<file path="config.mk">
export PLATFORM = sky130hd
export DESIGN_NAME = float_status_exception_ctrl
export DESIGN_NICKNAME = d
export VERILOG_FILES = /design/src/design/float_status_exception_ctrl.v
export VERILOG_INCLUDE_DIRS = /design/src /design/src/design
export SDC_FILE = /design/constraint.sdc
export NUM_CORES = 1
export LEC_CHECK = 0
export BUFFER_PORTS_ARGS = -buffer_cell sky130_fd_sc_hd__buf_4
export CORE_ASPECT_RATIO = 0.8
export CORE_MARGIN = 1.5
export CORE_UTILIZATION = 52
export DETAILED_ROUTE_END_ITERATION = 7
export GPL_ROUTABILITY_DRIVEN = 0
export GPL_TIMING_DRIVEN = 0
export PLACE_DENSITY = 0.78
export SLEW_MARGIN = 20
export SYNTH_ARGS = -nofsm -noshare
export SYNTH_HDL_FRONTEND = slang
export SYNTH_SLANG_ARGS = --single-unit
</file>
<file path="constraint.sdc">
create_clock -name core_clk -period 21 [get_ports core_clk]
set_input_delay 3.15 -clock core_clk [delete_from_list [all_inputs] [get_ports core_clk]]
set_output_delay 3.15 -clock core_clk [all_outputs]
set_load 0.1 [all_outputs]
</file>
<file path="src/design/float_status_consts.vh">
// Constants for the floating-point status and exception control block.
// Summary of operation
// RULE1 - Six 64-bit accumulators hold single and double floating operands.
// RULE2 - Status bit 07 set selects double precision, clear selects single.
// RULE3 - Status bit 06 set selects 32-bit integers, clear selects 16-bit.
// RULE4 - Status bit 05 set chops results, clear rounds them.
// RULE5 - Bit 15 sets on divide by zero, bad opcode or enabled fault.
// RULE6 - Only a status load clears the sticky error bit; reset does not. Here reset also clears it, loading status_reg with 16'h0000.
// RULE7 - Status bit 14 set suppresses every floating-point interrupt.
// RULE8 - Divide by zero and bad opcode are masked only by bit 14.
// RULE9 - Bit 11 set traps negative zero memory operands before execution.
// RULE10 - Negative zero in an accumulator operand never raises the trap.
// RULE11 - With bit 11 clear negative zero loads and computes without fault.
// RULE12 - A negative zero result is written only with an interrupt.
// RULE13 - Bit 10 set: underflow interrupts, exponent stored 400 octal high.
// RULE14 - Bit 10 clear: underflow gives exact zero without interrupt.
// RULE15 - Bit 09 set: overflow interrupts, exponent stored 400 octal low.
// RULE16 - Bit 09 clear: overflow gives exact zero without interrupt.
// RULE17 - Failed conversion writes zero; interrupts only when bit 08 set.
// RULE18 - Conversion fails when the integer exceeds the selected width.
// RULE19 - Each instruction updates error and condition bits; load sets modes.
// RULE20 - Four condition codes carry, overflow, zero, negative like the CPU.
// RULE21 - Bits 03 negative, 02 zero, 01 overflow, 00 conversion carry.
// RULE22 - Four-bit exception code plus faulting instruction address captured.
// RULE23 - Code and address update on forced or enabled faults despite mask.
// RULE24 - All floating exceptions share one vector at octal 244.
// RULE25 - Status word is 16 bits; bits 13, 12 and 04 read zero.
`ifndef FLOAT_STATUS_CONSTS_VH
`define FLOAT_STATUS_CONSTS_VH
`define STAT_ERR 15
`define STAT_MASK 14
`define STAT_UNDEF_EN 11
`define STAT_UNDER_EN 10
`define STAT_OVER_EN 9
`define STAT_CONV_EN 8
`define STAT_DOUBLE 7
`define STAT_LONG 6
`define STAT_CHOP 5
`define STAT_NEG 3
`define STAT_ZERO 2
`define STAT_OVR 1
`define STAT_CARRY 0
`define STAT_WRITE_MASK 16'hcfef
`define STAT_RESET 16'h0000
`define EXC_OPCODE 4'h2
`define EXC_DIVZERO 4'h4
`define EXC_CONVERT 4'h6
`define EXC_OVERFLOW 4'h8
`define EXC_UNDERFLOW 4'ha
`define EXC_UNDEF 4'hc
`define EXC_VECTOR 9'h0a4
`define EXP_SHIFT 9'h100
`define ACCUM_COUNT 6
`endif

</file>
<file path="src/design/float_status_exception_ctrl.v">
// Status word, exception capture and accumulator file of the float unit.
`timescale 1ns/1ns
`include "float_status_consts.vh"
module float_status_exception_ctrl #(
    parameter ADDR_W = 16,
    parameter INT_W_SHORT = 16,
    parameter INT_W_LONG = 32
) (
    input wire core_clk,
    input wire rst,
    input wire load_status_op,
    input wire [15:0] loadData,
    input wire instrDone,
    input wire [ADDR_W-1:0] instrAddr,
    input wire resNeg,
    input wire resZero,
    input wire resOverrange,
    input wire resCarry,
    input wire faultOpcode,
    input wire faultDivZero,
    input wire faultOverflow,
    input wire faultUnderflow,
    input wire [32:0] convValue,
    input wire convOp,
    input wire operandCheck,
    input wire operandFromAccum,
    input wire [63:0] operandData,
    input wire [8:0] rawExponent,
    input wire accWrite,
    input wire [2:0] accWriteSel,
    input wire [63:0] accWriteData,
    input wire [2:0] accReadSel,
    output reg [63:0] accReadData,
    output reg [63:0] resultOut,
    output reg resultValid,
    output wire [15:0] arith_status_word,
    output wire [3:0] exc_code_reg,
    output wire [ADDR_W-1:0] exc_addr_reg,
    output wire double_prec_sel,
    output wire long_int_sel,
    output wire chop_sel,
    output reg irqReq,
    output wire [8:0] irqVector,
    output wire abortExec
);

    // ------------------------------------------------------------------
    // Storage
    // ------------------------------------------------------------------
    reg [15:0] status_reg;
    reg [15:0] status_next;
    reg [3:0] excCode_reg;
    reg [3:0] excCode_next;
    reg [ADDR_W-1:0] excAddr_reg;
    reg [ADDR_W-1:0] excAddr_next;
    reg [63:0] acc_reg [0:`ACCUM_COUNT-1];
    reg [63:0] result_next;
    reg irq_next;
    reg enabledFault;
    reg [3:0] faultCode;
    reg convFail;
    reg undefTrap;
    reg [7:0] storedExp;
    reg [8:0] expAdjusted;
    reg [3:0] condNext;
    wire maskAll = status_reg[`STAT_MASK];
    wire negZeroOperand;
    wire irqFire;
    wire [32:0] shortSpill;
    wire [32:0] longSpill;
    wire [63:0] zeroWord = 64'h0000000000000000;

    assign arith_status_word = status_reg;
    assign exc_code_reg = excCode_reg;
    assign exc_addr_reg = excAddr_reg;
    assign double_prec_sel = status_reg[`STAT_DOUBLE]; // [RULE2]
    assign long_int_sel = status_reg[`STAT_LONG]; // [RULE3]
    assign chop_sel = status_reg[`STAT_CHOP]; // [RULE4]
    assign irqVector = `EXC_VECTOR; // [RULE24]

    // Negative zero is a set sign with a zero biased exponent.
    assign negZeroOperand = operandData[63] && (operandData[62:55] == 8'h00);

    // ------------------------------------------------------------------
    // Conversion range
    // ------------------------------------------------------------------
    // A bit spills when it lies at or above the sign position of the
    // chosen integer width and differs from the sign of the full value.
    genvar b;
    generate
        for (b = 0; b < 33; b = b + 1) begin : spillGen
            if (b >= INT_W_SHORT - 1) begin : shortHigh
                assign shortSpill[b] = convValue[b] ^ convValue[32];
            end else begin : shortLow
                assign shortSpill[b] = 1'b0;
            end
            if (b >= INT_W_LONG - 1) begin : longHigh
                assign longSpill[b] = convValue[b] ^ convValue[32];
            end else begin : longLow
                assign longSpill[b] = 1'b0;
            end
        end
    endgenerate

    // ------------------------------------------------------------------
    // Accumulator file
    // ------------------------------------------------------------------
    genvar i;
    generate
        for (i = 0; i < `ACCUM_COUNT; i = i + 1) begin : accGen
            always @(posedge core_clk or posedge rst) begin
                if (rst) begin
                    acc_reg[i] <= 64'h0000000000000000;
                end else if (accWrite && accWriteSel == i) begin
                    acc_reg[i] <= accWriteData; // [RULE1]
                end
            end
        end
    endgenerate

    always @(posedge core_clk or posedge rst) begin
        if (rst) begin
            accReadData <= 64'h0000000000000000;
        end else if (accReadSel < `ACCUM_COUNT) begin
            accReadData <= acc_reg[accReadSel]; // [RULE1]
        end else begin
            accReadData <= 64'h0000000000000000;
        end
    end

    // ------------------------------------------------------------------
    // Fault classification
    // ------------------------------------------------------------------
    always @* begin
        // Conversion fails when the value does not fit the chosen width.
        if (status_reg[`STAT_LONG]) begin
            convFail = convOp && (|longSpill); // [RULE18]
        end else begin
            convFail = convOp && (|shortSpill); // [RULE18]
        end
        // Accumulator operands never trap; memory ones only when enabled.
        undefTrap = operandCheck && !operandFromAccum && negZeroOperand &&
            status_reg[`STAT_UNDEF_EN]; // [RULE9] [RULE10] [RULE11]
        enabledFault = 1'b1;
        faultCode = 4'h0;
        if (faultOpcode) begin
            faultCode = `EXC_OPCODE; // [RULE8]
        end else if (faultDivZero) begin
            faultCode = `EXC_DIVZERO; // [RULE8]
        end else if (undefTrap) begin
            faultCode = `EXC_UNDEF;
        end else if (convFail) begin
            faultCode = `EXC_CONVERT;
            enabledFault = status_reg[`STAT_CONV_EN]; // [RULE17]
        end else if (faultOverflow) begin
            faultCode = `EXC_OVERFLOW;
            enabledFault = status_reg[`STAT_OVER_EN]; // [RULE15]
        end else if (faultUnderflow) begin
            faultCode = `EXC_UNDERFLOW;
            enabledFault = status_reg[`STAT_UNDER_EN]; // [RULE13]
        end else begin
            enabledFault = 1'b0;
        end
    end

    assign abortExec = instrDone && undefTrap; // [RULE9]

    // An interrupt leaves only for an accepted, enabled and unmasked fault.
    assign irqFire = instrDone && !load_status_op && enabledFault && !maskAll;

    // ------------------------------------------------------------------
    // Condition codes
    // ------------------------------------------------------------------
    // A trapped operand reports as zero and never as negative.
    always @* begin
        condNext = 4'h0;
        condNext[`STAT_NEG] = resNeg && !undefTrap; // [RULE21]
        condNext[`STAT_ZERO] = resZero || undefTrap; // [RULE21]
        condNext[`STAT_OVR] = resOverrange; // [RULE20] [RULE21]
        condNext[`STAT_CARRY] = resCarry && convOp; // [RULE21]
    end

    // ------------------------------------------------------------------
    // Result shaping
    // ------------------------------------------------------------------
    always @* begin
        expAdjusted = rawExponent;
        result_next = resultOut;
        if (faultOverflow) begin
            // The true exponent lies 400 octal above the eight-bit field.
            expAdjusted = rawExponent - `EXP_SHIFT; // [RULE15]
        end else if (faultUnderflow && rawExponent[7:0] != 8'h00) begin
            // A zero biased exponent is already correct and is kept.
            expAdjusted = rawExponent + `EXP_SHIFT; // [RULE13]
        end
        storedExp = expAdjusted[7:0];
        if (instrDone && !undefTrap) begin
            if (convFail) begin
                result_next = zeroWord; // [RULE17]
            end else if ((faultOverflow && !status_reg[`STAT_OVER_EN]) ||
                    (faultUnderflow && !status_reg[`STAT_UNDER_EN])) begin
                result_next = zeroWord; // [RULE14] [RULE16]
            end else if (faultOverflow || faultUnderflow) begin
                result_next = {accWriteData[63], storedExp,
                    accWriteData[54:0]};
            end else begin
                result_next = accWriteData;
            end
            // Negative zero leaves only together with an interrupt.
            if (!irqFire && result_next[63] &&
                    result_next[62:55] == 8'h00) begin
                result_next = zeroWord; // [RULE12]
            end
        end
    end

    // ------------------------------------------------------------------
    // Status word and exception registers
    // ------------------------------------------------------------------
    always @* begin
        status_next = status_reg;
        excCode_next = excCode_reg;
        excAddr_next = excAddr_reg;
        irq_next = 1'b0;
        if (load_status_op) begin
            // Loading and reset are the only ways the sticky bit clears.
            status_next = loadData & `STAT_WRITE_MASK; // [RULE6] [RULE19]
        end else if (instrDone) begin
            status_next[`STAT_NEG:`STAT_CARRY] = condNext; // [RULE21]
            if (enabledFault) begin
                status_next[`STAT_ERR] = 1'b1; // [RULE5] [RULE19]
                excCode_next = faultCode; // [RULE22] [RULE23]
                excAddr_next = instrAddr; // [RULE22] [RULE23]
                irq_next = !maskAll; // [RULE7] [RULE12]
            end
        end
    end

    always @(posedge core_clk or posedge rst) begin
        if (rst) begin
            status_reg <= `STAT_RESET;
            excCode_reg <= 4'h0;
            excAddr_reg <= {ADDR_W{1'b0}};
            resultOut <= 64'h0000000000000000;
            resultValid <= 1'b0;
            irqReq <= 1'b0;
        end else begin
            status_reg <= status_next; // [RULE25]
            excCode_reg <= excCode_next;
            excAddr_reg <= excAddr_next;
            resultOut <= result_next;
            resultValid <= instrDone && !undefTrap;
            irqReq <= irq_next;
        end
    end

endmodule
</file>
==> results of run 1 <==
[layer usage]
metal	global-route usage [%]	wire, um	part of all wire [%]
met4	8.08	1320	2.4
met2	39.3	26200	48
met1	34.6	24500	45
met5	0	0	0
met3	4.11	2980	5.4
[placed cells by master, fill, tap and decap left out, types with 4 or more instances in the layout]
cell,n
mux4_2,64
bufinv_16,6
nor4_1,6
a22o_1,55
buf_2,11
mux2i_1,74
clkbuf_8,8
nor2_1,4
conb_1,13
buf_1,4
clkbuf_16,55
nor3_1,6
inv_1,71
mux2_2,398
dfrtp_1,546
buf_6,7
nand2_1,25
o22ai_1,64
o21ai_0,17
buf_16,5
nor2b_1,4
mux2_4,9
clkbuf_1,83
buf_4,328
clkinv_2,8
[synth_stat cells (all sizes together), types with 3 or more instances]
library cell,n,area (sq um)
mux2i,74,741
or4b,3,33.8
dfrtp,546,13700
mux2,407,4620
nor4,6,37.5
nand2,25,93.8
nor2,6,25.0
nor3,7,35.0
a22o,55,482
nand2b,4,27.5
o22ai,64,400
a21oi,3,15.0
o31ai,3,27.5
nand3,3,15.0
mux4,64,1440
o21ai,17,85.1
nor2b,4,25.0
nand4b,3,26.3
a31oi,5,61.3
buf,38,273
clkbuf,71,267
inv,73,274
[metrics by stage]
stage / utilization (%) / worst slack (ns) / hold slack (ns)
5_1_grt: 64.6 / 12.94 / 0.511
6_report: 64.6 / 13.06 / 0.489
3_5_place_dp: 60.4 / 13.06 / 0.479
3_3_place_gp: 60.0 / -2.40 / 0.470
4_1_cts: 64.6 / 13.05 / 0.493
2_1_floorplan: - / 2.59 / 0.445
[power by group]
part	leakage, uW	switching, uW	total, uW	internal, uW
registers	0.00669	105	1370	1260
logic	0.00523	552	859	307
clock network	0.000880	402	984	582
total	0.0128	1060	3210	2150
[critical path, delay by kind of cell]
family | cells | cell delay, ns
buffers and inverters | 2 | 0.40
AND/OR/NAND/NOR | 3 | 1.24
[cell families (layout without fill, tap and decap cells)]
group	count (synthesis)	in the layout	share of synthesized area (%)
AOI/OAI and AO/OA	158	158	5.23
and+or+nand+nor	75	75	1.83
muxes	545	545	29.7
DFF	546	546	59.6
other	2	16	0.0328
buffers and inverters	182	596	3.55
xor gates and xnor gates	1	1	0.0382
[path summary, 6_finish.rpt]
path,startpoint,cells past startpoint,endpoint,slack [ns]
worst max-delay path,operandData[55],5,abortExec,13.06
worst min-delay path,resultOut[63],2,resultOut[63],0.49
worst max register to register,arith_status_word[11],6,resultOut[56],17.98
worst min register to register,resultOut[63],2,resultOut[63],0.49
max in group asynchronous,rst,5,acc_reg[154],16.77
min in group asynchronous,rst,2,resultOut[3],2.54
[final cells by class]
type,count,area (sq um)
Inverter,73,282
Multi-Input combinational cell,792,8490
Fill cell,3123,15300
Antenna cell,3,7.51
Timing Repair Buffer,318,2490
Clock buffer,76,1540
Tap cell,560,701
Clock inverter,20,269
Sequential cell,546,13700
Buffer,109,541
==> flow_summary_export.csv, run 1 <==
group,metric,value,unit
status,run_status,"finished, final reports clean",
layout,nets,2117,
sta,worst_slew_margin_rel,36.3,%
synthesis,synth.distinct_cells,53,
floorplan,fp-row-count,68,
critical_path,worst_ep_required_time,17.85,ns
layout,largest_register_ffs,384,
placement,dp_hpwl,37500,um
sta,worstMarginPinSlew,0.955,ns
placement,placed_cell_area,0.0262,sq mm
clock_tree,insertion_delay,0.60,ns
floorplan,coreArea,0.0433,sq mm
clock_tree,cts_resized,0,
sta,finalSetupTns,0,ns
sta,layout_worst_path_cycle_share,37.8,%
clock_tree,hold_buffers,0,
drt,drtIter0Drc,794,
synthesis,syn_area,0.0229,sq mm
power,power,3210,uW
placement,dp_cells,2398,
sta,period_minus_slack,7.94,ns
drt,ant_nets,0,
power,ir_worst_vdd,0.0721,mV
layout,final_area,0.0280,sq mm
synthesis,yosys_warnings,0,
drt,drt-total-wl,55000,um
sta,finalSetupViolCount,0,
floorplan,fp.dieH,191,um
layout,syn_to_final_growth,22.1,%
floorplan,die_w,238,um
clock_tree,cts_tree,"done",
clock_tree,post_cts_buffers,0,
sta,hold_viol,0,
critical_path,path_cells,"buf_4 -> or4b_1 -> nor3_1 -> and2_1 -> buf_4",
clock_tree,cts_sinks,546,
clock_tree,clockRootBuffer,"clkbuf_16",
sta,max_freq,126,MHz
drt,drc,0,
critical_path,cpMostUsedCell,"buf_4",
critical_path,cp-start-kind,"primary input",
grt,antenna_found_initial,3,
synthesis,avgSynthCellArea,15.2,sq um
power,power.leakage,0.0128,uW
critical_path,end_kind,"output port",
critical_path,crit_fanout,4,
clock_tree,cts_buffers,53,
grt,grt_usage,24.6,%
drt,wl_per_cell,22.0,um
floorplan,num_io_pins,403,
critical_path,cpPeakStageDelay,0.60,ns
synthesis,synthFlopType,"dfrtp_1",
grt,grt_pass1_vias,15000,
critical_path,critPathKind,"in2out",
power,power_density,115,mW/mm^2
clock_tree,path_clk_slew,0.06,ns
synthesis,async_flop_share,100,%
sta,slew_viol_final,0,
sta,skew,0.0136,ns
synthesis,ys_ff_latch,546,
critical_path,crit_path_top_delay_cell,"or4b_1",
placement,port_buffers,312,
synthesis,synth-edff-count,0,
synthesis,synth.yosys.seq_area_share,59.6,%
clock_tree,clock_tree.buffer_depth,3,
synthesis,syn-instance-count,1509,
drt,vias,14300,
drt,dr.pass1.iters,7,
floorplan,start_util,52.9,%
run,max_cap_viol_count,0,
grt,grt_pass1_wl,86000,um
critical_path,crit_arrival,4.79,ns
layout,drive_above_1_share,47.8,%
layout,stdcell_count,2497,
sta,rsz0062_at_grt,"no",
floorplan,die_area,0.0453,sq mm
drt,viasPerCell,5.74,
clock_tree,h-tree-depth,2,
grt,grt_max_degree,115,
hold_path,hold_class,"reg2reg",
grt,overflow,0,
No activity file was read; power rests on OpenSTA's default activity.
==> run 2: changes to the inputs <==
--- a/config.mk
+++ b/config.mk
@@ -6,14 +6,15 @@
 export SDC_FILE = /design/constraint.sdc
 export NUM_CORES = 1
 export LEC_CHECK = 0
+export ABC_AREA = 1
 export BUFFER_PORTS_ARGS = -buffer_cell sky130_fd_sc_hd__buf_4
 export CORE_ASPECT_RATIO = 0.8
 export CORE_MARGIN = 1.5
-export CORE_UTILIZATION = 52
+export CORE_UTILIZATION = 51
 export DETAILED_ROUTE_END_ITERATION = 7
 export GPL_ROUTABILITY_DRIVEN = 0
 export GPL_TIMING_DRIVEN = 0
-export PLACE_DENSITY = 0.78
+export PLACE_DENSITY = 0.8
 export SLEW_MARGIN = 20
 export SYNTH_ARGS = -nofsm -noshare
 export SYNTH_HDL_FRONTEND = slang
==> constraint.sdc (replaced) <==
create_clock -name core_clk -period 7.3 [get_ports core_clk]
set_input_delay 1.095 -clock core_clk [delete_from_list [all_inputs] [get_ports core_clk]]
set_output_delay 1.095 -clock core_clk [all_outputs]
set_load 0.1 [all_outputs]
==> flow_summary_export.csv, run 2 <==
group,metric,value,unit
layout,final_cell_mix,"nand2_1 (736), dfrtp_1 (546), o21ai_0 (468)",
floorplan,fp.dieH,193,um
critical_path,critPathKind,"in2out",
drt,drc,0,
power,power.share.combinational,23.3,%
synthesis,synth.yosys.seq_area_share,59.7,%
drt,drt-total-wl,71700,um
sta,finalWorstSetupSlack,3.84,ns
power,clockPowerShare,32.7,%
clock_tree,cts_sinks,546,
clock_tree,cts_resized,0,
drt,drtIter0Drc,2203,
power,power.share.sequential,43.9,%
placement,dp_cells,3563,
hold_path,hold_class,"reg2reg",
drt,viasPerCell,5.68,
grt,grt_usage,31.4,%
sta,period_minus_slack,3.46,ns
synthesis,synth_most_common_cell,"nand2_1",
synthesis,synth_largest_area_cell,"dfrtp_1",
critical_path,cp-start-kind,"primary input",
placement,dp_hpwl,50900,um
critical_path,crit_arrival,2.36,ns
floorplan,die_area,0.0462,sq mm
layout,utilization,63.5,%
power,power.net_switching,2980,uW
synthesis,ys_ff_latch,546,
sta,hold_viol,0,
critical_path,end_kind,"output port",
grt,antenna_found_initial,2,
grt,grt_max_degree,38,
clock_tree,clockRootBuffer,"clkbuf_16",
placement,placed_cell_area,0.0264,sq mm
placement,place_ws,3.45,ns
power,ir_worst_vdd,0.226,mV
layout,final_common_cell,"nand2_1",
clock_tree,post_cts_buffers,0,
synthesis,syn-instance-count,2618,
sta,rsz0062_at_grt,"no",
run,max_cap_viol_count,0,
clock_tree,path_clk_slew,0.06,ns
synthesis,synth.distinct_cells,30,
synthesis,avgSynthCellArea,8.75,sq um
synthesis,async_flop_share,100,%
critical_path,r2r_cells,10,
status,run_status,"finished, final reports clean",
grt,overflow,0,
layout,final_area,0.0282,sq mm
layout,nets,3239,
floorplan,fp-row-count,69,
sta,slew_viol_final,0,
sta,skew,0.0261,ns
layout,drive_above_1_share,14.6,%
power,power_density,308,mW/mm^2
sta,worst_slew_margin_rel,20.6,%
placement,port_buffers,314,
synthesis,ys_top_cells_by_area,"dfrtp_1 (60%), nand2_1 (12%), o21ai_0 (10%), nor2_1 (6.5%), clkbuf_1 (2.7%)",
drt,wl_per_cell,19.6,um
synthesis,syn_area,0.0229,sq mm
critical_path,timing.rr.end,"resultOut[18]",
drt,dr.pass1.iters,6,
synthesis,synthFlopType,"dfrtp_1",
floorplan,die_w,240,um
floorplan,coreArea,0.0444,sq mm
grt,grt_pass1_vias,20700,
clock_tree,hold_buffers,0,
sta,layout_worst_path_cycle_share,47.4,%
critical_path,crit_end,"abortExec",
layout,syn_to_final_growth,23.2,%
clock_tree,cts_buffers,53,
power,power.internal,5700,uW
layout,stdcell_count,3660,
sta,max_freq,289,MHz
critical_path,cp-startpoint,"operandData[62]",
layout,largest_register_ffs,384,
critical_path,r2r_slack,4.45,ns
sta,worstMarginPinSlew,1.18,ns
floorplan,num_io_pins,403,
clock_tree,h-tree-depth,2,
synthesis,synth_commonest_cells,"nand2_1 (736), dfrtp_1 (546), o21ai_0 (468), nor2_1 (397), clkbuf_1 (166)",
power,netSwitchingFraction,34.3,%
clock_tree,clock_tree.buffer_depth,3,
sta,finalSetupViolCount,0,
synthesis,synth-edff-count,0,
power,power.leakage,0.0140,uW
critical_path,r2r_start,"arith_status_word[11]",
drt,vias,20800,
sta,holdWs,0.480,ns
critical_path,worst_ep_required_time,6.20,ns
grt,grt_pass1_wl,112000,um
synthesis,yosys_warnings,0,
drt,ant_nets,0,
critical_path,crit_fanout,5,
synthesis,netlist.area_leader.share,59.7,%
floorplan,start_util,51.6,%
clock_tree,cts_tree,"done",
clock_tree,insertion_delay,0.62,ns
## run 2: cell count changes in the layout (fill, tap and decap cells not counted), moves of 74 or more
cell and delta:
nand2_1 +711, clkbuf_1 +94, nor2_1 +393, mux2i_1 -74, o21ai_0 +451, mux2_2 -398
## run 2: worst min path at each step
stage                             start       endpoint  depth (start not counted)
final                     resultOut[46]  resultOut[46]                          2
after global routing      resultOut[37]  resultOut[37]                          2
after CTS                  acc_reg[181]   acc_reg[181]                          2
after detailed placement  resultOut[16]  resultOut[16]                          2
after global placement     acc_reg[145]   acc_reg[145]                          2
after floorplan            acc_reg[128]   acc_reg[128]                          2
## run 2: layout make-up
cell class | instances | area (sq um)
clock buffers | 75 | 1540
plain buffers | 201 | 860
multi-input cells | 1787 | 8060
well taps | 603 | 754
diodes | 2 | 5.00
flip-flops and latches | 546 | 13700
clock inverters | 20 | 243
inverters | 95 | 360
fillers | 3613 | 16200
repair buffers | 331 | 2710
## run 2: per-stage QoR
step,setup TNS [ns],power [uW]
4_1_cts,0,8690
2_1_floorplan,-667.70,5260
3_3_place_gp,-2036.80,5760
5_1_grt,0,9030
3_5_place_dp,0,5850
6_report,0,8680
## run 2: critical path, cell delays in order
cell	delay, ns
buf_4	0.11
nor2_1	0.10
nand3_1	0.14
inv_1	0.10
nand2_1	0.14
nor2_1	0.31
buf_4	0.36
## run 2: metal layers
metal / GRT usage [%] / part of all wire [%] / vias to the layer above
met3: 7.64 / 10 / 173
met5: 0 / 0 / -
met4: 14.2 / 4.0 / 0
li1: - / - / 9364
met1: 42.0 / 40 / 10100
met2: 48.7 / 46 / 1155
## run 2: power groups by stage
| stage | combinational, uW | sequential [uW] | clock (uW) |
|---|---|---|---|
| 2_1_floorplan | 732 | 4530 | 0 |
| 3_3_place_gp | 1930 | 3830 | 0 |
| 3_5_place_dp | 2010 | 3840 | 0 |
| 4_1_cts | 2020 | 3800 | 2860 |
| 5_1_grt | 2180 | 3860 | 2990 |
| 6_report | 2030 | 3810 | 2840 |
## run 2: kinds of logic after synthesis
kind of cell              after synthesis  synth area share [%]
AOI/OAI and AO/OA                     608                  15.5
xor gates and xnor gates                1                0.0383
buffers and inverters                 296                  5.31
DFF                                   546                  59.7
other                                   2                0.0328
and+or+nand+nor                      1165                  19.4
